File: src/shared/disk_status_pkg.sv
// Constants shared by the status controller and its task-file store.
// Assumes a 200 MHz core clock and a byte-wide command block.
package disk_status_pkg;
  localparam int CLK_PERIOD_NS = 5;
  localparam int BSY_SET_NS    = 400;
  localparam int BSY_SET_CYC   = BSY_SET_NS / CLK_PERIOD_NS;

  localparam logic [7:0] OFS_STATUS  = 8'h00;
  localparam logic [7:0] OFS_ALTSTAT = 8'h04;
  localparam logic [7:0] OFS_CMD     = 8'h08;
  localparam logic [7:0] OFS_DEVCTL  = 8'h0c;
  localparam logic [7:0] OFS_ERROR   = 8'h10;
  localparam logic [7:0] OFS_TF_BASE = 8'h14;
  localparam logic [7:0] OFS_TF_LAST = 8'h28;

  localparam int BSY_BIT  = 7;
  localparam int DRDY_BIT = 6;
  localparam int DF_BIT   = 5;
  localparam int DSC_BIT  = 4;
  localparam int DRQ_BIT  = 3;
  localparam int CORR_BIT = 2;
  localparam int IDX_BIT  = 1;
  localparam int ERR_BIT  = 0;
  localparam int SRST_BIT = 2;
  localparam int NIEN_BIT = 1;
  localparam int DEV_BIT  = 4;
  localparam int ABRT_BIT = 3;

  localparam logic [2:0] TF_FEAT  = 3'h0;
  localparam logic [2:0] TF_SCNT  = 3'h1;
  localparam logic [2:0] TF_SNUM  = 3'h2;
  localparam logic [2:0] TF_CYLL  = 3'h3;
  localparam logic [2:0] TF_CYLH  = 3'h4;
  localparam logic [2:0] TF_DEVHD = 3'h5;
  localparam int         TF_WORDS = 6;

  localparam logic [7:0] TF_RESET_VAL = 8'h00;
  localparam logic [7:0] ERR_RESET_VAL = 8'h00;
  localparam logic [1:0] RESP_OKAY   = 2'b00;
  localparam logic [1:0] RESP_SLVERR = 2'b10;

  typedef enum logic [2:0] {
    st_reset = 3'b000,
    st_idle  = 3'b001,
    st_cmd   = 3'b011,
    st_drq   = 3'b010,
    st_sleep = 3'b110
  } dev_state_type;
endpackage

File: src/shared/tf_bus_if.sv
// Port between the status controller and the task-file store.
// Assumes one writer per cycle and a read answer one clock later.
interface tf_bus_if;
  logic       we;
  logic [2:0] waddr;
  logic [7:0] wdata;
  logic [2:0] raddr;
  logic [7:0] rdata;
  modport ctrl (output we, output waddr, output wdata, output raddr, input rdata);
  modport mem  (input we, input waddr, input wdata, input raddr, output rdata);
endinterface

File: src/rtl/disk_status_ctrl.sv
// Status and command-block control of a disk device, behind an AXI4-Lite slave.
// Assumes the drive engine shares core_clk and sends one-cycle event pulses.
// What this block does
// RULE1: Flags valid only while busy is clear
// RULE2: Host waits 400 ns before status read
// RULE3: Status and task file invalid in sleep
// RULE4: Status read clears pending interrupt
// RULE5: Command-block writes ignored while busy
// RULE6: Data request changes only while busy, except
// RULE7: Idle: only live flags may change
// RULE8: Busy within 400 ns of any reset
// RULE9: Busy within 400 ns of command accept
// RULE10: Busy set only at listed transfer points
// RULE11: Busy or data request until completion
// RULE12: Ready cleared at power on, set when able
// RULE13: Ready held in idle or standby modes
// RULE14: Ready changes once per status read
// RULE15: Not ready: reject all but two commands
// RULE16: Fault flag reports engine fault
// RULE17: Seek flag frozen after error until read
// RULE18: Data request when word transfer ready
// RULE19: Corrected flag never ends a transfer
// RULE20: Index flag passed through as given
// RULE21: Error context frozen until command or reset
// RULE22: Status byte bit layout fixed
// RULE23: Software reset bit holds device in reset
// RULE24: Interrupt driven only when enabled and selected
module disk_status_ctrl #(
  parameter int         ADDR_W    = 8,
  parameter logic       DEV_NUM   = 1'b0,
  parameter logic [7:0] DIAG_CODE = 8'h01, // Arbitrary, match the command set in use
  parameter logic [7:0] INIT_CODE = 8'h02  // Arbitrary, match the command set in use
) (
  input  wire logic              core_clk,
  input  wire logic              resetn,
  input  wire logic [ADDR_W-1:0] awaddr,
  input  wire logic              awvalid,
  output wire logic              awready,
  input  wire logic [31:0]       wdata,
  input  wire logic [3:0]        wstrb,
  input  wire logic              wvalid,
  output wire logic              wready,
  output wire logic [1:0]        bresp,
  output wire logic              bvalid,
  input  wire logic              bready,
  input  wire logic [ADDR_W-1:0] araddr,
  input  wire logic              arvalid,
  output wire logic              arready,
  output wire logic [31:0]       rdata,
  output wire logic [1:0]        rresp,
  output wire logic              rvalid,
  input  wire logic              rready,
  output wire logic              cmd_start,
  output wire logic [7:0]        cmd_code,
  input  wire logic              eng_reset_done,
  input  wire logic              eng_data_ready,
  input  wire logic              eng_block_done,
  input  wire logic              eng_pio_in,
  input  wire logic              eng_last_block,
  input  wire logic              eng_cmd_done,
  input  wire logic              eng_err,
  input  wire logic [7:0]        eng_err_code,
  input  wire logic              eng_sleep,
  input  wire logic              eng_tf_we,
  input  wire logic [2:0]        eng_tf_idx,
  input  wire logic [7:0]        eng_tf_data,
  input  wire logic              eng_ready_all,
  input  wire logic              eng_pm_idle_stby,
  input  wire logic              eng_fault,
  input  wire logic              eng_seek_done,
  input  wire logic              eng_corr,
  input  wire logic              eng_index,
  output wire logic              intrq,
  output wire logic              intrq_oe
);
  localparam int BSY_LIM = disk_status_pkg::BSY_SET_CYC;

  if (ADDR_W < 8 || ADDR_W > 32) begin : g_chk
    $error("disk_status_ctrl: ADDR_W must be 8 to 32");
  end

  function automatic logic hit(input logic [ADDR_W-1:0] a, input logic [7:0] ofs);
    hit = (a == ADDR_W'(ofs));
  endfunction

  function automatic logic tf_hit(input logic [ADDR_W-1:0] a);
    tf_hit = (a >= ADDR_W'(disk_status_pkg::OFS_TF_BASE)) && (a <= ADDR_W'(disk_status_pkg::OFS_TF_LAST))
             && (a[1:0] == 2'b00);
  endfunction

  function automatic logic [2:0] tf_idx(input logic [ADDR_W-1:0] a);
    logic [ADDR_W-1:0] d;
    d = a - ADDR_W'(disk_status_pkg::OFS_TF_BASE);
    tf_idx = d[4:2];
  endfunction

  disk_status_pkg::dev_state_type state_reg, state_fsm, state_next;

  logic              aw_have_reg, w_have_reg, bvalid_reg;
  logic [ADDR_W-1:0] awaddr_reg, rofs_reg;
  logic [7:0]        wbyte_reg, error_reg, error_next, cmd_code_reg, rd_byte;
  logic              wlane_reg;
  logic [1:0]        bresp_reg, rresp_reg;
  logic              rd_busy_reg, rvalid_reg;
  logic [31:0]       rdata_reg;
  logic              err_reg, corr_reg, dsc_reg, dsc_frz_reg, df_reg, idx_reg;
  logic              drdy_reg, drdy_lock_reg, intr_reg, srst_reg, nien_reg;
  logic              devsel_reg, reject_reg, cmd_start_reg, cmd_open_reg;

  tf_bus_if tf ();

  tf_regfile #(.WORDS(disk_status_pkg::TF_WORDS)) u_tf (
    .core_clk (core_clk),
    .resetn   (resetn),
    .bus      (tf.mem)
  );

  // Write channel: address and data are parked until both have arrived
  assign awready = !aw_have_reg && !bvalid_reg;
  assign wready  = !w_have_reg && !bvalid_reg;
  wire aw_take   = awvalid && awready;
  wire w_take    = wvalid && wready;
  wire wr_do     = aw_have_reg && w_have_reg;
  wire wr_lane   = wr_do && wlane_reg;
  wire wr_cmd    = wr_lane && hit(awaddr_reg, disk_status_pkg::OFS_CMD);
  wire wr_ctl    = wr_lane && hit(awaddr_reg, disk_status_pkg::OFS_DEVCTL);
  wire wr_tf     = wr_lane && tf_hit(awaddr_reg);
  wire wr_map    = hit(awaddr_reg, disk_status_pkg::OFS_CMD) || hit(awaddr_reg, disk_status_pkg::OFS_DEVCTL)
                   || tf_hit(awaddr_reg);

  always_ff @(posedge core_clk or negedge resetn) begin
    if (!resetn) begin
      aw_have_reg <= 1'b0;
      w_have_reg  <= 1'b0;
      awaddr_reg  <= '0;
      wbyte_reg   <= 8'h00;
      wlane_reg   <= 1'b0;
    end else begin
      aw_have_reg <= aw_take || (aw_have_reg && !wr_do);
      w_have_reg  <= w_take || (w_have_reg && !wr_do);
      if (aw_take) awaddr_reg <= awaddr;
      if (w_take) wbyte_reg <= wdata[7:0];
      if (w_take) wlane_reg <= wstrb[0];
    end
  end

  always_ff @(posedge core_clk or negedge resetn) begin
    if (!resetn) begin
      bvalid_reg <= 1'b0;
      bresp_reg  <= disk_status_pkg::RESP_OKAY;
    end else begin
      bvalid_reg <= wr_do || (bvalid_reg && !bready);
      if (wr_do) bresp_reg <= wr_map ? disk_status_pkg::RESP_OKAY : disk_status_pkg::RESP_SLVERR;
    end
  end

  assign bvalid = bvalid_reg;
  assign bresp  = bresp_reg;

  // Device status decode
  wire bsy     = (state_reg == disk_status_pkg::st_reset) || (state_reg == disk_status_pkg::st_cmd);
  wire drq     = (state_reg == disk_status_pkg::st_drq); // RULE18
  wire asleep  = (state_reg == disk_status_pkg::st_sleep);
  wire accept  = wr_cmd && (state_reg == disk_status_pkg::st_idle); // RULE5
  wire cmd_ok  = drdy_reg || (wbyte_reg == DIAG_CODE) || (wbyte_reg == INIT_CODE); // RULE15
  wire srst_set = wr_ctl && wbyte_reg[disk_status_pkg::SRST_BIT];
  wire in_cmd  = (state_reg == disk_status_pkg::st_cmd);
  wire pio_last = drq && eng_block_done && eng_pio_in && eng_last_block;
  wire cmd_fin = in_cmd && (reject_reg || (!eng_data_ready && eng_cmd_done));
  wire err_set = cmd_fin && (reject_reg || eng_err);
  wire ar_take = arvalid && arready;
  wire stat_rd = ar_take && hit(araddr, disk_status_pkg::OFS_STATUS);
  wire intr_set = cmd_fin || (in_cmd && eng_data_ready);
  wire drdy_tgt = eng_ready_all || eng_pm_idle_stby; // RULE12 RULE13
  wire drdy_chg = (drdy_tgt != drdy_reg) && !drdy_lock_reg; // RULE14

  always_comb begin
    state_fsm = state_reg;
    unique case (state_reg)
      disk_status_pkg::st_reset: if (eng_reset_done) state_fsm = disk_status_pkg::st_idle; // RULE8
      disk_status_pkg::st_idle:  if (accept) state_fsm = disk_status_pkg::st_cmd; // RULE9 RULE11
      disk_status_pkg::st_cmd: begin
        // Busy stays up through DMA until the engine finishes
        if (reject_reg) state_fsm = disk_status_pkg::st_idle;
        else if (eng_data_ready) state_fsm = disk_status_pkg::st_drq; // RULE6 RULE11
        else if (eng_cmd_done && eng_sleep) state_fsm = disk_status_pkg::st_sleep;
        else if (eng_cmd_done) state_fsm = disk_status_pkg::st_idle;
      end
      disk_status_pkg::st_drq: begin
        if (pio_last) state_fsm = disk_status_pkg::st_idle; // RULE6
        else if (eng_block_done) state_fsm = disk_status_pkg::st_cmd; // RULE10
      end
      disk_status_pkg::st_sleep: state_fsm = disk_status_pkg::st_sleep; // RULE3
      default: state_fsm = disk_status_pkg::st_reset;
    endcase
  end

  // Software reset overrides everything, sleep included
  assign state_next = (srst_set || srst_reg) ? disk_status_pkg::st_reset : state_fsm; // RULE8 RULE23
  wire going_reset  = (state_next == disk_status_pkg::st_reset);

  always_ff @(posedge core_clk or negedge resetn) begin
    if (!resetn) state_reg <= disk_status_pkg::st_reset; // RULE8
    else state_reg <= state_next;
  end

  // Device control is outside the command block, so busy does not block it
  always_ff @(posedge core_clk or negedge resetn) begin
    if (!resetn) begin
      srst_reg <= 1'b0;
      nien_reg <= 1'b0;
    end else if (wr_ctl) begin
      srst_reg <= wbyte_reg[disk_status_pkg::SRST_BIT]; // RULE23
      nien_reg <= wbyte_reg[disk_status_pkg::NIEN_BIT];
    end
  end

  always_ff @(posedge core_clk or negedge resetn) begin
    if (!resetn) begin
      reject_reg    <= 1'b0;
      cmd_start_reg <= 1'b0;
      cmd_code_reg  <= 8'h00;
      cmd_open_reg  <= 1'b0;
    end else begin
      reject_reg    <= accept && !cmd_ok; // RULE15
      cmd_start_reg <= accept && cmd_ok;
      if (accept) cmd_code_reg <= wbyte_reg;
      cmd_open_reg  <= !going_reset && (accept || (cmd_open_reg && !cmd_fin && !pio_last));
    end
  end

  assign error_next = reject_reg ? (8'h01 << disk_status_pkg::ABRT_BIT) : eng_err_code;

  // Error context changes only on a new command, a completion or a reset
  always_ff @(posedge core_clk or negedge resetn) begin
    if (!resetn) begin
      err_reg   <= 1'b0;
      error_reg <= disk_status_pkg::ERR_RESET_VAL;
    end else if (going_reset || accept) begin
      err_reg   <= 1'b0; // RULE21
      error_reg <= disk_status_pkg::ERR_RESET_VAL;
    end else if (err_set) begin
      err_reg   <= 1'b1; // RULE15
      error_reg <= error_next;
    end
  end

  // Live flags: these, and ready, may move while busy is clear
  always_ff @(posedge core_clk or negedge resetn) begin
    if (!resetn) begin
      df_reg      <= 1'b0;
      idx_reg     <= 1'b0;
      corr_reg    <= 1'b0;
      dsc_reg     <= 1'b0;
      dsc_frz_reg <= 1'b0;
    end else begin
      df_reg      <= eng_fault; // RULE16 RULE7
      idx_reg     <= eng_index; // RULE20
      corr_reg    <= eng_corr || (corr_reg && !accept); // RULE19
      dsc_frz_reg <= err_set || (dsc_frz_reg && !stat_rd); // RULE17
      if (!dsc_frz_reg || stat_rd) dsc_reg <= eng_seek_done;
    end
  end

  // The lock may delay a ready change until software looks; a missed poll costs latency only
  always_ff @(posedge core_clk or negedge resetn) begin
    if (!resetn) begin
      drdy_reg      <= 1'b0; // RULE12
      drdy_lock_reg <= 1'b0;
      intr_reg      <= 1'b0;
    end else begin
      if (drdy_chg) drdy_reg <= drdy_tgt;
      drdy_lock_reg <= drdy_chg || (drdy_lock_reg && !stat_rd); // RULE14
      intr_reg      <= !going_reset && (intr_set || (intr_reg && !stat_rd)); // RULE4
    end
  end

  // Task file: host writes while idle with the error flag clear, engine writes while busy
  wire host_tf_we = wr_tf && !bsy && !asleep && !drq && !err_reg; // RULE5 RULE7 RULE21
  wire eng_tf_ok  = eng_tf_we && bsy; // RULE7
  assign tf.we    = host_tf_we || eng_tf_ok;
  assign tf.waddr = host_tf_we ? tf_idx(awaddr_reg) : eng_tf_idx;
  assign tf.wdata = host_tf_we ? wbyte_reg : eng_tf_data;
  assign tf.raddr = tf_idx(araddr);

  always_ff @(posedge core_clk or negedge resetn) begin
    if (!resetn) devsel_reg <= 1'b0;
    else if (tf.we && tf.waddr == disk_status_pkg::TF_DEVHD) devsel_reg <= tf.wdata[disk_status_pkg::DEV_BIT];
  end

  assign intrq    = intr_reg;
  assign intrq_oe = !nien_reg && (devsel_reg == DEV_NUM); // RULE24

  // Status byte; the other flags mean nothing while busy is set
  logic [7:0] status_byte;
  always_comb begin
    status_byte = 8'h00;
    status_byte[disk_status_pkg::BSY_BIT]  = bsy; // RULE22 RULE1
    status_byte[disk_status_pkg::DRDY_BIT] = drdy_reg;
    status_byte[disk_status_pkg::DF_BIT]   = df_reg;
    status_byte[disk_status_pkg::DSC_BIT]  = dsc_reg;
    status_byte[disk_status_pkg::DRQ_BIT]  = drq;
    status_byte[disk_status_pkg::CORR_BIT] = corr_reg;
    status_byte[disk_status_pkg::IDX_BIT]  = idx_reg;
    status_byte[disk_status_pkg::ERR_BIT]  = err_reg;
  end

  // Read channel: one cycle for the store lookup, then the registered answer
  assign arready = !rd_busy_reg && !rvalid_reg;
  wire r_stat = hit(rofs_reg, disk_status_pkg::OFS_STATUS) || hit(rofs_reg, disk_status_pkg::OFS_ALTSTAT);
  wire r_err  = hit(rofs_reg, disk_status_pkg::OFS_ERROR);
  wire r_ctl  = hit(rofs_reg, disk_status_pkg::OFS_DEVCTL);
  wire r_tf   = tf_hit(rofs_reg);
  wire r_map  = r_stat || r_err || r_ctl || r_tf;
  wire [7:0] ctl_byte = {5'b00000, srst_reg, nien_reg, 1'b0};
  assign rd_byte = asleep ? 8'h00 : // RULE3
                   r_stat ? status_byte :
                   r_err  ? error_reg :
                   r_ctl  ? ctl_byte :
                   r_tf   ? tf.rdata : 8'h00;

  always_ff @(posedge core_clk or negedge resetn) begin
    if (!resetn) begin
      rd_busy_reg <= 1'b0;
      rofs_reg    <= '0;
      rvalid_reg  <= 1'b0;
      rdata_reg   <= 32'h0000_0000;
      rresp_reg   <= disk_status_pkg::RESP_OKAY;
    end else begin
      rd_busy_reg <= ar_take;
      if (ar_take) rofs_reg <= araddr;
      rvalid_reg  <= rd_busy_reg || (rvalid_reg && !rready);
      if (rd_busy_reg) rdata_reg <= {24'h000000, rd_byte};
      if (rd_busy_reg) rresp_reg <= r_map ? disk_status_pkg::RESP_OKAY : disk_status_pkg::RESP_SLVERR;
    end
  end

  assign rvalid    = rvalid_reg;
  assign rdata     = rdata_reg;
  assign rresp     = rresp_reg;
  assign cmd_start = cmd_start_reg;
  assign cmd_code  = cmd_code_reg;
endmodule

File: src/rtl/tf_regfile.sv
// Task-file byte store: sector count, address and device/head bytes.
// Assumes the controller never writes while it is reading the same cycle's data.
module tf_regfile #(
  parameter int WORDS = disk_status_pkg::TF_WORDS
) (
  input wire logic core_clk,
  input wire logic resetn,
  tf_bus_if.mem    bus
);
  logic [7:0] mem_reg [WORDS];
  logic [7:0] rdata_reg;

  if (WORDS < 1 || WORDS > 8) begin : g_chk
    $error("tf_regfile: WORDS must be 1 to 8");
  end

  always_ff @(posedge core_clk or negedge resetn) begin
    if (!resetn) begin
      for (int i = 0; i < WORDS; i++) begin
        mem_reg[i] <= disk_status_pkg::TF_RESET_VAL;
      end
    end else if (bus.we && int'(bus.waddr) < WORDS) begin
      mem_reg[bus.waddr] <= bus.wdata;
    end
  end

  // Out-of-range index reads zero rather than an undefined word
  always_ff @(posedge core_clk or negedge resetn) begin
    if (!resetn) begin
      rdata_reg <= disk_status_pkg::TF_RESET_VAL;
    end else begin
      rdata_reg <= (int'(bus.raddr) < WORDS) ? mem_reg[bus.raddr] : 8'h00;
    end
  end

  assign bus.rdata = rdata_reg;
endmodule

File: config.mk
export PLATFORM = sky130hd
export DESIGN_NAME = disk_status_ctrl
export DESIGN_NICKNAME = d
export VERILOG_FILES = /design/src/shared/disk_status_pkg.sv /design/src/shared/tf_bus_if.sv /design/src/rtl/disk_status_ctrl.sv /design/src/rtl/tf_regfile.sv
export SDC_FILE = /design/constraint.sdc
export NUM_CORES = 1
export LEC_CHECK = 0
export BUFFER_PORTS_ARGS = -buffer_cell sky130_fd_sc_hd__buf_4
export CAP_MARGIN = 20
export CORE_ASPECT_RATIO = 1.5
export CORE_UTILIZATION = 40
export DETAILED_ROUTE_END_ITERATION = 6
export PLACE_DENSITY = 0.72
export SYNTH_ARGS = -nofsm -noshare
export SYNTH_HDL_FRONTEND = slang
export SYNTH_HIERARCHICAL = 1
export SYNTH_SLANG_ARGS = --single-unit
File: constraint.sdc
create_clock -name core_clk -period 2.81 [get_ports core_clk]
set_input_delay 0.281 -clock core_clk [delete_from_list [all_inputs] [get_ports core_clk]]
set_output_delay 0.281 -clock core_clk [all_outputs]
set_load 0.005 [all_outputs]
== Yosys cells after proc, flatten, opt, wreduce, memory -nomap -nowiden ==
Cells that the tools add are included.
Cells by class
  $add $sub $neg: 2
  $lt $le $gt $ge: 9
  reductions and logical operators: 99
  equal/unequal tests: 13
  bitwise gates (word level): 3
  muxes and demuxes: 31
Operator list (number)
  two-way mux 8 bit: 13
  bitwise mux 48 bit: 1
  logical AND 1 bit: 47
  two-way mux 3 bit: 10
  logical OR 1 bit: 25
  binary-select mux 8 bit (select 3 bit): 1
  demux 8 bit (select 3 bit): 1
  == test 8 x 4 -> 1 bit, second input constant: 3
  logical NOT 1 bit: 20
  greater-or-equal comparator 8 x 5 -> 1 bit, second input constant: 2
  <= comparator 8 x 6 -> 1 bit, second input constant: 2
  logical NOT 8 bit: 2
  one-hot mux 3 bit (5 select lines): 1
  subtractor 5 bit, second input constant: 2
  == test 8 x 1 -> 1 bit, second input constant: 1
  == test 8 x 2 -> 1 bit, second input constant: 1
  == test 8 x 3 -> 1 bit, second input constant: 1
  == test 8 x 5 -> 1 bit, second input constant: 1
  greater-or-equal comparator 4 bit, second input constant: 2
  NOT 3 -> 4 bit: 2
  == test 3 x 2 -> 1 bit, second input constant: 2
  == test 3 bit, second input constant: 2
  logical NOT 3 bit: 2
  < comparator 3 bit, second input constant: 2
  8 further kinds: 11
Storage, ports and cells
  word-level logic and storage cells: 193
  output and inout bits: 52
  bits of input ports: 93
  bits in registers: 131

== Logic depth before layout (Yosys ltp) ==
Gate-level depths: netlist of the first run.
  word-level depth: 15
  gate-level depth with buffers: 12
  mapped depth without buffers: 10

== Modules after synthesis ==
Netlist of the first run, hierarchy kept.
Modules (own cells, without submodules)
  disk_status_ctrl: instances 1, area each 3736.1 µm², cells an instance 352, sequential area each 1826.8 µm²
  tf_regfile: instances 1, area each 2457.4 µm², cells an instance 163, sequential area each 1401.3 µm²

== Worst setup path after synthesis of the first run ==
OpenSTA, ideal clock, no wires.
  path type: reg2reg
  from: register awaddr_reg[2]
  to: register u_tf/mem_reg[10] (netlist bit)
  arrival: 2907 ps
  path slack: -221 ps
  data required time: 2685 ps
  setup time: 125 ps
  stages on the path, launching flop included: 11
  path buffers: 1
  period minus slack after synthesis: 3031 ps
  path through: dfrtp_1 inv_1 ha_1 nor2b_1 o22ai_1 o2111ai_2 buf_2 o21ai_0 nand2_1 nor3_4 mux2_2
Between the ends
  word-level cells in the longest chain between the ends: 15
  elaborated cells between the ends (all ways): 22
  classes of those cells: 1 x add/sub; 5 x order compare; 5 x mux; 1 x bitwise; 10 x reduce/logical
RTL lines
  start: declaration: RTL line disk_status_ctrl.sv:100  | logic [ADDR_W-1:0] awaddr_reg, rofs_reg;
  start signal: assignment: RTL line disk_status_ctrl.sv:141  | if (aw_take) awaddr_reg <= awaddr;
  greater-or-equal comparator 8 x 5 -> 1 bit or <= comparator 8 x 6 -> 1 bit (tied branches): RTL line disk_status_ctrl.sv:87  | tf_hit = (a >= ADDR_W'(disk_status_pkg::OFS_TF_BASE)) && (a <= ADDR_W'(disk_status_pkg::OFS_TF_LAST))
  logical AND 1 bit: RTL line disk_status_ctrl.sv:87
  logical AND 1 bit: RTL line disk_status_ctrl.sv:88  | && (a[1:0] == 2'b00);
  logical AND 1 bit: RTL line disk_status_ctrl.sv:127  | wire wr_tf = wr_lane && tf_hit(awaddr_reg);
  logical AND 1 bit (4 in a row): RTL line disk_status_ctrl.sv:279  | wire host_tf_we = wr_tf && !bsy && !asleep && !drq && !err_reg;
  two-way mux 3 bit *: RTL line disk_status_ctrl.sv:282  | assign tf.waddr = host_tf_we ? tf_idx(awaddr_reg) : eng_tf_idx;
  via tf.waddr[2]: RTL line tf_bus_if.sv:5  | logic [2:0] waddr;
  NOT 3 -> 4 bit (not written as such): RTL line tf_regfile.sv:23  | mem_reg[bus.waddr] <= bus.wdata;
  greater-or-equal comparator 4 bit (not written as such) or < comparator 4 x 1 -> 1 bit (tied branches): RTL line tf_regfile.sv:23
  logical AND 1 bit (not written as such): RTL line tf_regfile.sv:23
  two-way mux 8 bit (not written as such): RTL line tf_regfile.sv:23
  demux 8 bit (select 3 bit): RTL line tf_regfile.sv:23
  bitwise mux 48 bit: RTL line tf_regfile.sv:23
  end signal: indexed assignment: RTL line tf_regfile.sv:20  | mem_reg[i] <= disk_status_pkg::TF_RESET_VAL;
  end signal: indexed assignment: RTL line tf_regfile.sv:23
  end: declaration: RTL line tf_regfile.sv:10  | logic [7:0] mem_reg [WORDS];
Mark *: on every way through the listed nets, which the timed path passes. The rest lies on a longest branch.
A chain may end at the register's enable or synchronous reset.

== Worst setup path in the final report of the first run ==
  from: register awaddr_reg[3]
  to: register u_tf/mem_reg[47] (netlist bit)
Between the ends
  word-level cells in the longest chain between the ends: 15
  elaborated cells between the ends (all ways): 22
  classes of those cells: 1 x add/sub; 5 x order compare; 5 x mux; 1 x bitwise; 10 x reduce/logical
RTL lines (RTL line)
  greater-or-equal comparator 8 x 5 -> 1 bit or <= comparator 8 x 6 -> 1 bit (tied branches): disk_status_ctrl.sv:87
  logical AND 1 bit *: disk_status_ctrl.sv:87
  logical AND 1 bit *: disk_status_ctrl.sv:88
  logical AND 1 bit *: disk_status_ctrl.sv:127
  logical AND 1 bit * (4 in a row): disk_status_ctrl.sv:279
  two-way mux 3 bit *: disk_status_ctrl.sv:282
  via tf.waddr[0]: tf_bus_if.sv:5
  NOT 3 -> 4 bit (not written as such): tf_regfile.sv:23
  greater-or-equal comparator 4 bit (not written as such) or < comparator 4 x 1 -> 1 bit (tied branches): tf_regfile.sv:23
  logical AND 1 bit (not written as such): tf_regfile.sv:23
  two-way mux 8 bit (not written as such): tf_regfile.sv:23
  demux 8 bit (select 3 bit): tf_regfile.sv:23
  bitwise mux 48 bit: tf_regfile.sv:23
Marked as above.

==> results of run 1 <==
==> report_power, final <==
group          leakage [nW]  switching [mW]  internal (mW)
combinational          1.69           0.671          0.836
sequential             1.67           0.429           2.43
clock                 0.270           0.784           1.29
==> cells by family after synthesis <==
group	Yosys count	synth area share, %
AOI/OAI and AO/OA	93	9.80
adders and majority gates	5	1.01
buffers and inverters	72	6.32
xor gates and xnor gates	5	0.707
and+or+nand+nor	95	9.56
other	1	0.0605
muxes	115	20.4
DFF	129	52.1
==> cells in the final DEF, fill, tap and decap left out, types with 3 or more instances in the layout <==
master | netlist | final
sky130_fd_sc_hd__nor2_1 | 20 | 20
sky130_fd_sc_hd__nor4bb_1 | 4 | 4
sky130_fd_sc_hd__o21ai_1 | 8 | 9
sky130_fd_sc_hd__and2_1 | 3 | 3
sky130_fd_sc_hd__dlygate4sd3_1 | 0 | 3
sky130_fd_sc_hd__nand3_1 | 3 | 3
sky130_fd_sc_hd__buf_4 | 28 | 110
sky130_fd_sc_hd__o32a_1 | 8 | 8
sky130_fd_sc_hd__a21o_1 | 4 | 4
sky130_fd_sc_hd__o21ai_0 | 26 | 24
sky130_fd_sc_hd__nor3_1 | 6 | 6
sky130_fd_sc_hd__clkbuf_16 | 0 | 17
sky130_fd_sc_hd__inv_1 | 23 | 23
sky130_fd_sc_hd__a31oi_1 | 4 | 4
sky130_fd_sc_hd__nand2b_1 | 5 | 5
sky130_fd_sc_hd__nand2_1 | 19 | 19
sky130_fd_sc_hd__clkinv_2 | 0 | 3
sky130_fd_sc_hd__o22ai_1 | 9 | 8
sky130_fd_sc_hd__mux2_2 | 91 | 91
sky130_fd_sc_hd__ha_1 | 5 | 5
sky130_fd_sc_hd__mux2i_1 | 24 | 24
sky130_fd_sc_hd__clkinvlp_4 | 0 | 5
sky130_fd_sc_hd__xor2_1 | 3 | 3
sky130_fd_sc_hd__nor2b_1 | 4 | 4
sky130_fd_sc_hd__nand3b_1 | 9 | 9
sky130_fd_sc_hd__dfrtp_1 | 129 | 129
sky130_fd_sc_hd__a21oi_1 | 15 | 15
sky130_fd_sc_hd__nor4_1 | 3 | 3
sky130_fd_sc_hd__conb_1 | 1 | 26
sky130_fd_sc_hd__clkbuf_8 | 0 | 3
sky130_fd_sc_hd__a221oi_1 | 9 | 9
==> cell type report <==
cell class	instances	area, µm²	area share [%]
Sequential cell	129	3230	41.8
Multi-Input combinational cell	339	2700	34.9
Timing Repair Buffer	115	896	11.6
Clock buffer	20	467	6.04
Tap cell	199	249	3.22
Clock inverter	12	109	1.41
Inverter	23	86.3	1.12
==> path summary, 6_finish.rpt <==
| check | slack (ns) | to | cells after the start |
|---|---|---|---|
| worst min-delay path | 0.05 | bvalid$_DFF_PN0_ | 2 |
| max in group asynchronous | 1.55 | u_tf/mem_reg[37]$_DFFE_PN0P_ | 3 |
| worst max register to register | 0.20 | u_tf/mem_reg[47]$_DFFE_PN0P_ | 11 |
| worst max-delay path | 0.20 | u_tf/mem_reg[47]$_DFFE_PN0P_ | 11 |
| min in group asynchronous | 0.42 | wbyte_reg[5]$_DFFE_PN0P_ | 2 |
| worst min register to register | 0.49 | bresp[1]$_DFFE_PN0N_ | 2 |
==> worst register-to-register path: cells and delay by family (launching register included) <==
kind                     cells  cell delay, ns
AND/OR/NAND/NOR              3            0.53
AO/OA/AOI/OAI                3            0.54
buffers and inverters        3            0.49
flip-flops                   1            0.37
multiplexers                 1            0.35
adder cells (fa/ha/maj)      1            0.20
==> per-layer routing <==
metal / routed length [µm] / vias up / share of wire (%)
met5: 0 / - / 0
met3: 437 / 15 / 3.2
met4: 288 / 0 / 2.1
met2: 8020 / 128 / 58
met1: 5070 / 2182 / 37
li1: - / 2038 / -
==> repair_timing <==
item,CTS,global route
pin swaps,0,1
gates resized for setup,1,2
endpoints found under the hold margin,50,0
buffers inserted,0,1
setup endpoints to repair,6,48
hold buffers,3,0
==> metrics by stage <==
step	setup TNS [ns]	std cells	util (%)	cell area [µm²]	hold WS, ns
6_report	0	837	51.1	7730	0.0530
5_1_grt	-0.0166	837	51.1	7730	0.0571
4_1_cts	0	836	50.9	7710	0.0436
3_5_place_dp	0	801	46.9	7100	0.338
3_3_place_gp	0	801	46.9	7100	0.324
2_1_floorplan	0	540	-	6290	-0.0146
==> synth_stat cells, types with 3 or more instances <==
cell                       instances  area share, %
sky130_fd_sc_hd__dfrtp_1         129             52
sky130_fd_sc_hd__mux2_2           91             17
sky130_fd_sc_hd__buf_4            28            3.4
sky130_fd_sc_hd__o21ai_0          26            2.1
sky130_fd_sc_hd__mux2i_1          24            3.9
sky130_fd_sc_hd__inv_1            23            1.4
sky130_fd_sc_hd__nor2_1           20            1.2
sky130_fd_sc_hd__nand2_1          19            1.2
sky130_fd_sc_hd__a21oi_1          15            1.2
sky130_fd_sc_hd__a221oi_1          9            1.3
sky130_fd_sc_hd__buf_2             9           0.73
sky130_fd_sc_hd__clkbuf_1          9           0.55
sky130_fd_sc_hd__nand3b_1          9            1.1
sky130_fd_sc_hd__o22ai_1           9           0.91
sky130_fd_sc_hd__o21ai_1           8           0.65
sky130_fd_sc_hd__o32a_1            8            1.3
sky130_fd_sc_hd__nor3_1            6           0.48
sky130_fd_sc_hd__ha_1              5            1.0
sky130_fd_sc_hd__nand2b_1          5           0.51
sky130_fd_sc_hd__a21o_1            4           0.48
sky130_fd_sc_hd__a31oi_1           4           0.40
sky130_fd_sc_hd__nor2b_1           4           0.40
sky130_fd_sc_hd__nor4bb_1          4           0.65
sky130_fd_sc_hd__and2_1            3           0.30
sky130_fd_sc_hd__nand3_1           3           0.24
sky130_fd_sc_hd__nor4_1            3           0.30
sky130_fd_sc_hd__xor2_1            3           0.42
==> run_summary.xml, run 1 <==
<?xml version="1.0" encoding="UTF-8"?>
<metrics>
  <group name="status">
    <metric name="outcome" unit="">finished, final reports clean</metric>
  </group>
  <group name="timing">
    <metric name="fmaxAchievable" unit="MHz">383</metric>
    <metric name="post-route-min-period" unit="ns">2.61</metric>
    <metric name="tightest_slew" unit="ns">0.705</metric>
    <metric name="timing.final.hold_violations" unit="">0</metric>
    <metric name="slew-limit-headroom" unit="%">52.6</metric>
    <metric name="setup_viol" unit="">0</metric>
    <metric name="clock_skews" unit="ns">0.00722</metric>
    <metric name="final_max_slew_viol_count" unit="">0</metric>
    <metric name="fin_ws" unit="ns">0.201</metric>
    <metric name="share_of_the_clock_period_used_by_the_worst_path_after_layout" unit="%">92.9</metric>
  </group>
  <group name="floorplan">
    <metric name="floorplan.die.width" unit="µm">104</metric>
    <metric name="design.core.area" unit="µm²">15100</metric>
    <metric name="pin_count" unit="">145</metric>
    <metric name="floorplan.initialDensity" unit="%">40.9</metric>
    <metric name="fp-row-count" unit="">55</metric>
    <metric name="chipHeight" unit="µm">154</metric>
    <metric name="floorplan.die_area" unit="µm²">16000</metric>
  </group>
  <group name="worst_hold_path">
    <metric name="hold_class" unit="">input pin to flop</metric>
    <metric name="worstHoldStart" unit="">bready</metric>
  </group>
  <group name="detailed_routing">
    <metric name="vias" unit="">4363</metric>
    <metric name="drt_first_iter_violations" unit="">169</metric>
    <metric name="route.final.wire_length" unit="mm">13.8</metric>
    <metric name="drt_drc_violations_left" unit="">0</metric>
    <metric name="vias_per_cell" unit="">5.21</metric>
    <metric name="drt-wirelength-per-cell" unit="µm">16.5</metric>
    <metric name="postRouteAntennaNets" unit="">0</metric>
    <metric name="first_pass_iters" unit="">5</metric>
  </group>
  <group name="clocking">
    <metric name="number_of_buffers_inserted_during_clock_tree_synthesis" unit="">17</metric>
    <metric name="clk_transition_reported_paths" unit="ns">0.06</metric>
    <metric name="tritoncts" unit="">done</metric>
    <metric name="clock_sinks" unit="">129</metric>
    <metric name="insertion_delay" unit="ns">0.40</metric>
    <metric name="cts.root.buffer_cell" unit="">sky130_fd_sc_hd__clkbuf_16</metric>
    <metric name="clock_tree.htree_level_count" unit="">4</metric>
    <metric name="clk_path_buf_depth" unit="">2</metric>
  </group>
  <group name="setup_path">
    <metric name="cp.buffers_inverters" unit="">3</metric>
    <metric name="worstSetupEndpointType" unit="">flop</metric>
    <metric name="start_kind" unit="">flop</metric>
    <metric name="crit_path_max_fanout" unit="">8</metric>
    <metric name="critPathKind" unit="">flop to flop</metric>
    <metric name="critical_path_rt" unit="ns">3.09</metric>
    <metric name="reg2reg_from" unit="">awaddr_reg[3]$_DFFE_PN0P_</metric>
    <metric name="cp_top_delay_family" unit="">compound AO/OA/AOI/OAI gates</metric>
    <metric name="worst_setup_path_startpoint" unit="">awaddr_reg[3]$_DFFE_PN0P_</metric>
    <metric name="critical_path.most_common_cell" unit="">sky130_fd_sc_hd__buf_4</metric>
    <metric name="cp_slowest_stage_delay" unit="ns">0.37</metric>
    <metric name="list_of_cells_traversed_by_the_critical_path" unit="">inv_1, ha_1, nor2b_1, o22ai_2, o2111ai_4, nand2_1, o21ai_1, buf_4, nor4b_4, buf_4, mux2_2</metric>
    <metric name="timing.critical_path.arrival" unit="ns">2.89</metric>
    <metric name="crit_slowest_cell" unit="">sky130_fd_sc_hd__dfrtp_1</metric>
  </group>
  <group name="placement">
    <metric name="place_congestion" unit="">0.815</metric>
    <metric name="detailedPlacementHpwl" unit="mm">10.4</metric>
    <metric name="io_buffer_count" unit="">91</metric>
    <metric name="post-place-ws" unit="ns">0.0350</metric>
  </group>
  <group name="finish">
    <metric name="design.final.nets" unit="">723</metric>
    <metric name="diodes" unit="">0</metric>
    <metric name="drive_above_1_share" unit="%">38.7</metric>
    <metric name="layout.filler_cells" unit="">1304</metric>
    <metric name="syn_to_final_growth" unit="%">24.8</metric>
    <metric name="largest_reg_flops" unit="">48</metric>
  </group>
  <group name="grt">
    <metric name="grt_pass1_vias" unit="">4467</metric>
    <metric name="grt_max_degree" unit="">54</metric>
    <metric name="aggregate_global_routing_overflow" unit="">0</metric>
    <metric name="global_route.usage.met1" unit="%">18.5</metric>
    <metric name="groute.layer.met2.usage" unit="%">34.3</metric>
    <metric name="globalRouteTotalUtil" unit="%">18.0</metric>
    <metric name="grt_pass1_wl" unit="mm">22.3</metric>
    <metric name="grt_antenna_before_repair" unit="">0</metric>
    <metric name="grt.busiest_layer" unit="">met2</metric>
    <metric name="met3_usage" unit="%">3.79</metric>
  </group>
  <group name="yosys">
    <metric name="synthesis.area_per_instance" unit="µm²">12.0</metric>
    <metric name="synth-main-ff-cell" unit="">sky130_fd_sc_hd__dfrtp_1</metric>
    <metric name="postSynthRegisterBits" unit="">129</metric>
    <metric name="sequential_share_of_the_synthesized_area" unit="%">52.1</metric>
    <metric name="synthArstFlopShare" unit="%">100</metric>
    <metric name="count_of_mapped_cells_out_of_synthesis" unit="">515</metric>
    <metric name="synth_enable_flop_cells" unit="">0</metric>
    <metric name="synth.yosys.warnings" unit="">6</metric>
    <metric name="syn-cell-area" unit="µm²">6190</metric>
    <metric name="synth.lib_cells_used.distinct" unit="">57</metric>
  </group>
  <group name="pwr">
    <metric name="ir_worst_vdd" unit="mV">0.426</metric>
    <metric name="power_density" unit="nW/µm²">833</metric>
    <metric name="finalPower" unit="mW">6.44</metric>
    <metric name="p_leak" unit="nW">3.63</metric>
  </group>
  <group name="run">
    <metric name="cap_violations" unit="">0</metric>
  </group>
</metrics>
No activity file was read; power rests on OpenSTA's default activity.
==> run 2: changes to the inputs <==
--- a/config.mk
+++ b/config.mk
@@ -5,12 +5,13 @@
 export SDC_FILE = /design/constraint.sdc
 export NUM_CORES = 1
 export LEC_CHECK = 0
+export ABC_AREA = 1
 export BUFFER_PORTS_ARGS = -buffer_cell sky130_fd_sc_hd__buf_4
 export CAP_MARGIN = 20
 export CORE_ASPECT_RATIO = 1.5
 export CORE_UTILIZATION = 40
 export DETAILED_ROUTE_END_ITERATION = 6
-export PLACE_DENSITY = 0.72
+export PLACE_DENSITY = 0.71
 export SYNTH_ARGS = -nofsm -noshare
 export SYNTH_HDL_FRONTEND = slang
 export SYNTH_HIERARCHICAL = 1
==> run 2 against run 1 <==
Against the previous run:
- setup slack gained 0.19 ns
- highest routed layer unchanged
- die area grew 6.5%
- utilization shrank 1.8 points
- cell area grew 3.2%
- total power grew 3.6%
- hold slack lost 0.016 ns
- maximum frequency grew 8.1%
- largest cell class unchanged
- clock skew grew 0.0083 ns
==> run_summary.xml, run 2 <==
<?xml version="1.0" encoding="UTF-8"?>
<metrics>
  <group name="status">
    <metric name="outcome" unit="">finished, final reports clean</metric>
  </group>
  <group name="timing">
    <metric name="share_of_the_clock_period_used_by_the_worst_path_after_layout" unit="%">85.9</metric>
    <metric name="fmaxAchievable" unit="MHz">414</metric>
    <metric name="clock_skews" unit="ns">0.0155</metric>
    <metric name="tightest_slew" unit="ns">0.634</metric>
    <metric name="fin_ws" unit="ns">0.395</metric>
    <metric name="hold_ws" unit="ns">0.0373</metric>
    <metric name="rsz_0062_raised_after_global_routing" unit="">false</metric>
    <metric name="timing.final.hold_violations" unit="">0</metric>
    <metric name="setup_tns" unit="ns">0</metric>
    <metric name="slew-limit-headroom" unit="%">57.8</metric>
    <metric name="setup_viol" unit="">0</metric>
    <metric name="final_max_slew_viol_count" unit="">0</metric>
    <metric name="post-route-min-period" unit="ns">2.41</metric>
  </group>
  <group name="setup_path">
    <metric name="crit_path_max_fanout" unit="">17</metric>
    <metric name="timing.critical_path.arrival" unit="ns">2.70</metric>
    <metric name="worstSetupEndpointType" unit="">flop</metric>
    <metric name="start_kind" unit="">flop</metric>
    <metric name="critPathKind" unit="">flop to flop</metric>
    <metric name="critical_path_rt" unit="ns">3.09</metric>
  </group>
  <group name="yosys">
    <metric name="synth.yosys.warnings" unit="">6</metric>
    <metric name="synth_top_cells_by_area" unit="">sky130_fd_sc_hd__dfrtp_1, sky130_fd_sc_hd__nand2_1, sky130_fd_sc_hd__inv_1, sky130_fd_sc_hd__o21ai_2, sky130_fd_sc_hd__buf_4</metric>
    <metric name="synthArstFlopShare" unit="%">100</metric>
    <metric name="synthDominantAreaCellType" unit="">sky130_fd_sc_hd__dfrtp_1</metric>
    <metric name="post_synth_most_frequent_cells" unit="">sky130_fd_sc_hd__nand2_1, sky130_fd_sc_hd__dfrtp_1, sky130_fd_sc_hd__inv_1</metric>
    <metric name="yosys.area.top_type_share" unit="%">48.9</metric>
    <metric name="syn-cell-area" unit="µm²">6600</metric>
    <metric name="synth-main-ff-cell" unit="">sky130_fd_sc_hd__dfrtp_1</metric>
    <metric name="synth_most_common_cell" unit="">sky130_fd_sc_hd__nand2_1</metric>
    <metric name="synth_enable_flop_cells" unit="">0</metric>
    <metric name="synthesis.area_per_instance" unit="µm²">8.19</metric>
    <metric name="count_of_mapped_cells_out_of_synthesis" unit="">806</metric>
    <metric name="postSynthRegisterBits" unit="">129</metric>
    <metric name="synth.lib_cells_used.distinct" unit="">39</metric>
    <metric name="sequential_share_of_the_synthesized_area" unit="%">48.9</metric>
  </group>
  <group name="detailed_routing">
    <metric name="drt_first_iter_violations" unit="">278</metric>
    <metric name="vias" unit="">5387</metric>
    <metric name="routed_metal_1_wirelength" unit="mm">6.00</metric>
    <metric name="met2RoutedLength" unit="mm">8.21</metric>
    <metric name="drt_drc_violations_left" unit="">0</metric>
    <metric name="routed-wl-met3" unit="µm">463</metric>
    <metric name="postRouteAntennaNets" unit="">0</metric>
    <metric name="vias_per_cell" unit="">4.81</metric>
    <metric name="first_pass_iters" unit="">7</metric>
    <metric name="route.final.wire_length" unit="mm">15.2</metric>
    <metric name="drt-wirelength-per-cell" unit="µm">13.6</metric>
    <metric name="dr.max_layer_used" unit="">met4</metric>
  </group>
  <group name="floorplan">
    <metric name="floorplan.die.width" unit="µm">107</metric>
    <metric name="chipHeight" unit="µm">159</metric>
    <metric name="fp-row-count" unit="">57</metric>
    <metric name="design.core.area" unit="µm²">16200</metric>
    <metric name="floorplan.die_area" unit="µm²">17000</metric>
    <metric name="floorplan.initialDensity" unit="%">40.8</metric>
    <metric name="pin_count" unit="">145</metric>
  </group>
  <group name="worst_hold_path">
    <metric name="hold_class" unit="">input pin to flop</metric>
  </group>
  <group name="finish">
    <metric name="design.final.nets" unit="">999</metric>
    <metric name="post-route-util" unit="%">49.3</metric>
    <metric name="highest_count_cells_in_the_layout_ignoring_fill_and_taps" unit="">sky130_fd_sc_hd__nand2_1, sky130_fd_sc_hd__dfrtp_1, sky130_fd_sc_hd__inv_1, sky130_fd_sc_hd__buf_4</metric>
    <metric name="diodes" unit="">0</metric>
    <metric name="syn_to_final_growth" unit="%">20.8</metric>
    <metric name="layout.filler_cells" unit="">1533</metric>
    <metric name="drive_above_1_share" unit="%">22.8</metric>
    <metric name="final-instance-count-excl-fill" unit="">1120</metric>
    <metric name="finish.instance_area" unit="µm²">7980</metric>
    <metric name="commonest_non_fill_non_tap_cell_in_the_layout" unit="">sky130_fd_sc_hd__nand2_1</metric>
    <metric name="largest_reg_flops" unit="">48</metric>
  </group>
  <group name="clocking">
    <metric name="tritoncts" unit="">done</metric>
    <metric name="cts.root.buffer_cell" unit="">sky130_fd_sc_hd__clkbuf_16</metric>
    <metric name="postCtsResizedCells" unit="">0</metric>
    <metric name="clock_sinks" unit="">129</metric>
    <metric name="clk_path_buf_depth" unit="">2</metric>
    <metric name="clk_transition_reported_paths" unit="ns">0.06</metric>
    <metric name="clock_tree.htree_level_count" unit="">4</metric>
    <metric name="insertion_delay" unit="ns">0.42</metric>
    <metric name="number_of_buffers_inserted_during_clock_tree_synthesis" unit="">17</metric>
  </group>
  <group name="grt">
    <metric name="grt_max_degree" unit="">55</metric>
    <metric name="grt_antenna_before_repair" unit="">0</metric>
    <metric name="grt_pass1_vias" unit="">5380</metric>
    <metric name="grt_pass1_wl" unit="mm">25.8</metric>
    <metric name="aggregate_global_routing_overflow" unit="">0</metric>
    <metric name="globalRouteTotalUtil" unit="%">19.3</metric>
  </group>
  <group name="pwr">
    <metric name="finalPower" unit="mW">6.67</metric>
    <metric name="power_density" unit="nW/µm²">836</metric>
    <metric name="p_leak" unit="nW">4.27</metric>
    <metric name="ir_worst_vdd" unit="mV">0.479</metric>
  </group>
  <group name="placement">
    <metric name="detailedPlacementHpwl" unit="mm">10.8</metric>
    <metric name="placed_cells_incl_taps" unit="">1085</metric>
    <metric name="post-place-ws" unit="ns">0.458</metric>
    <metric name="place_congestion" unit="">0.858</metric>
    <metric name="placement_cell_area" unit="µm²">7340</metric>
    <metric name="io_buffer_count" unit="">91</metric>
  </group>
  <group name="run">
    <metric name="cap_violations" unit="">0</metric>
  </group>
</metrics>
## run 2: cell count changes after synthesis, moves of 9 or more
cell / before / now
sky130_fd_sc_hd__a221oi_1: 9 / 0
sky130_fd_sc_hd__nor2_1: 20 / 43
sky130_fd_sc_hd__nand2_2: 0 / 12
sky130_fd_sc_hd__nand3_1: 3 / 43
sky130_fd_sc_hd__nand2_1: 19 / 242
sky130_fd_sc_hd__o21ai_1: 8 / 17
sky130_fd_sc_hd__mux2i_1: 24 / 0
sky130_fd_sc_hd__nand4_1: 1 / 25
sky130_fd_sc_hd__mux2_2: 91 / 4
sky130_fd_sc_hd__o22ai_1: 9 / 0
sky130_fd_sc_hd__o21ai_2: 0 / 35
sky130_fd_sc_hd__buf_6: 0 / 10
sky130_fd_sc_hd__inv_1: 23 / 100
## run 2: power by group
part | leakage (nW) | internal (mW) | switching, mW
clock | 0.291 | 1.41 | 0.834
combinational | 2.33 | 0.709 | 1.01
sequential | 1.65 | 2.40 | 0.311
## run 2: layout make-up
type	count	area [µm²]	area share [%]
Clock buffer	18	429	5.38
Clock inverter	14	180	2.26
Inverter	109	412	5.16
Multi-Input combinational cell	541	2680	33.5
Sequential cell	129	3230	40.5
Tap cell	206	258	3.23
Timing Repair Buffer	103	793	9.95
## run 2: what timing repair did
| action | CTS | global route |
|---|---|---|
| hold buffers | 3 | 0 |
| endpoints found under the hold margin | 49 | 0 |
| buffers inserted | 0 | 0 |
## run 2: path summary, 6_finish.rpt
check | from | to | slack [ns] | cells after the start
worst min register to register | u_tf/mem_reg[37]$_DFFE_PN0P_ | u_tf/mem_reg[37]$_DFFE_PN0P_ | 0.48 | 2
max in group asynchronous | resetn | awaddr_reg[5]$_DFFE_PN0P_ | 1.55 | 3
worst min-delay path | rready | rvalid$_DFF_PN0_ | 0.04 | 2
worst max register to register | state_reg[0]$_DFF_PN0_ | u_tf/mem_reg[12]$_DFFE_PN0P_ | 0.40 | 11
worst max-delay path | state_reg[0]$_DFF_PN0_ | u_tf/mem_reg[12]$_DFFE_PN0P_ | 0.40 | 11
min in group asynchronous | resetn | rvalid$_DFF_PN0_ | 0.43 | 2
## run 2: logic make-up (layout without fill, tap and decap cells)
kind of cell / Yosys count / count (layout) / synth area share, %
AOI/OAI and AO/OA: 118 / 118 / 11.6
xor gates and xnor gates: 3 / 3 / 0.398
adders and majority gates: 5 / 5 / 0.947
buffers and inverters: 161 / 244 / 12.0
DFF: 129 / 129 / 48.9
muxes: 4 / 4 / 0.682
other: 1 / 26 / 0.0568
and+or+nand+nor: 385 / 385 / 25.4
## run 2: per-layer routing
layer  GRT usage, %  vias up
li1               -     2695
met1           21.8     2526
met2           34.1      136
met3           3.36       30
met4           10.3        0
met5              0        -
## run 2: worst max-delay path, cell delays in order (launching register included)
cell and delay, ns:
sky130_fd_sc_hd__dfrtp_1 0.43, sky130_fd_sc_hd__nand3_1 0.17, sky130_fd_sc_hd__nand2_1 0.21, sky130_fd_sc_hd__nor2_4 0.23, sky130_fd_sc_hd__nand3_2 0.16, sky130_fd_sc_hd__buf_4 0.23, sky130_fd_sc_hd__nand2_4 0.08, sky130_fd_sc_hd__inv_1 0.05
sky130_fd_sc_hd__nor2_2 0.17, sky130_fd_sc_hd__nand2_2 0.30, sky130_fd_sc_hd__nand2_1 0.17, sky130_fd_sc_hd__o21ai_2 0.07
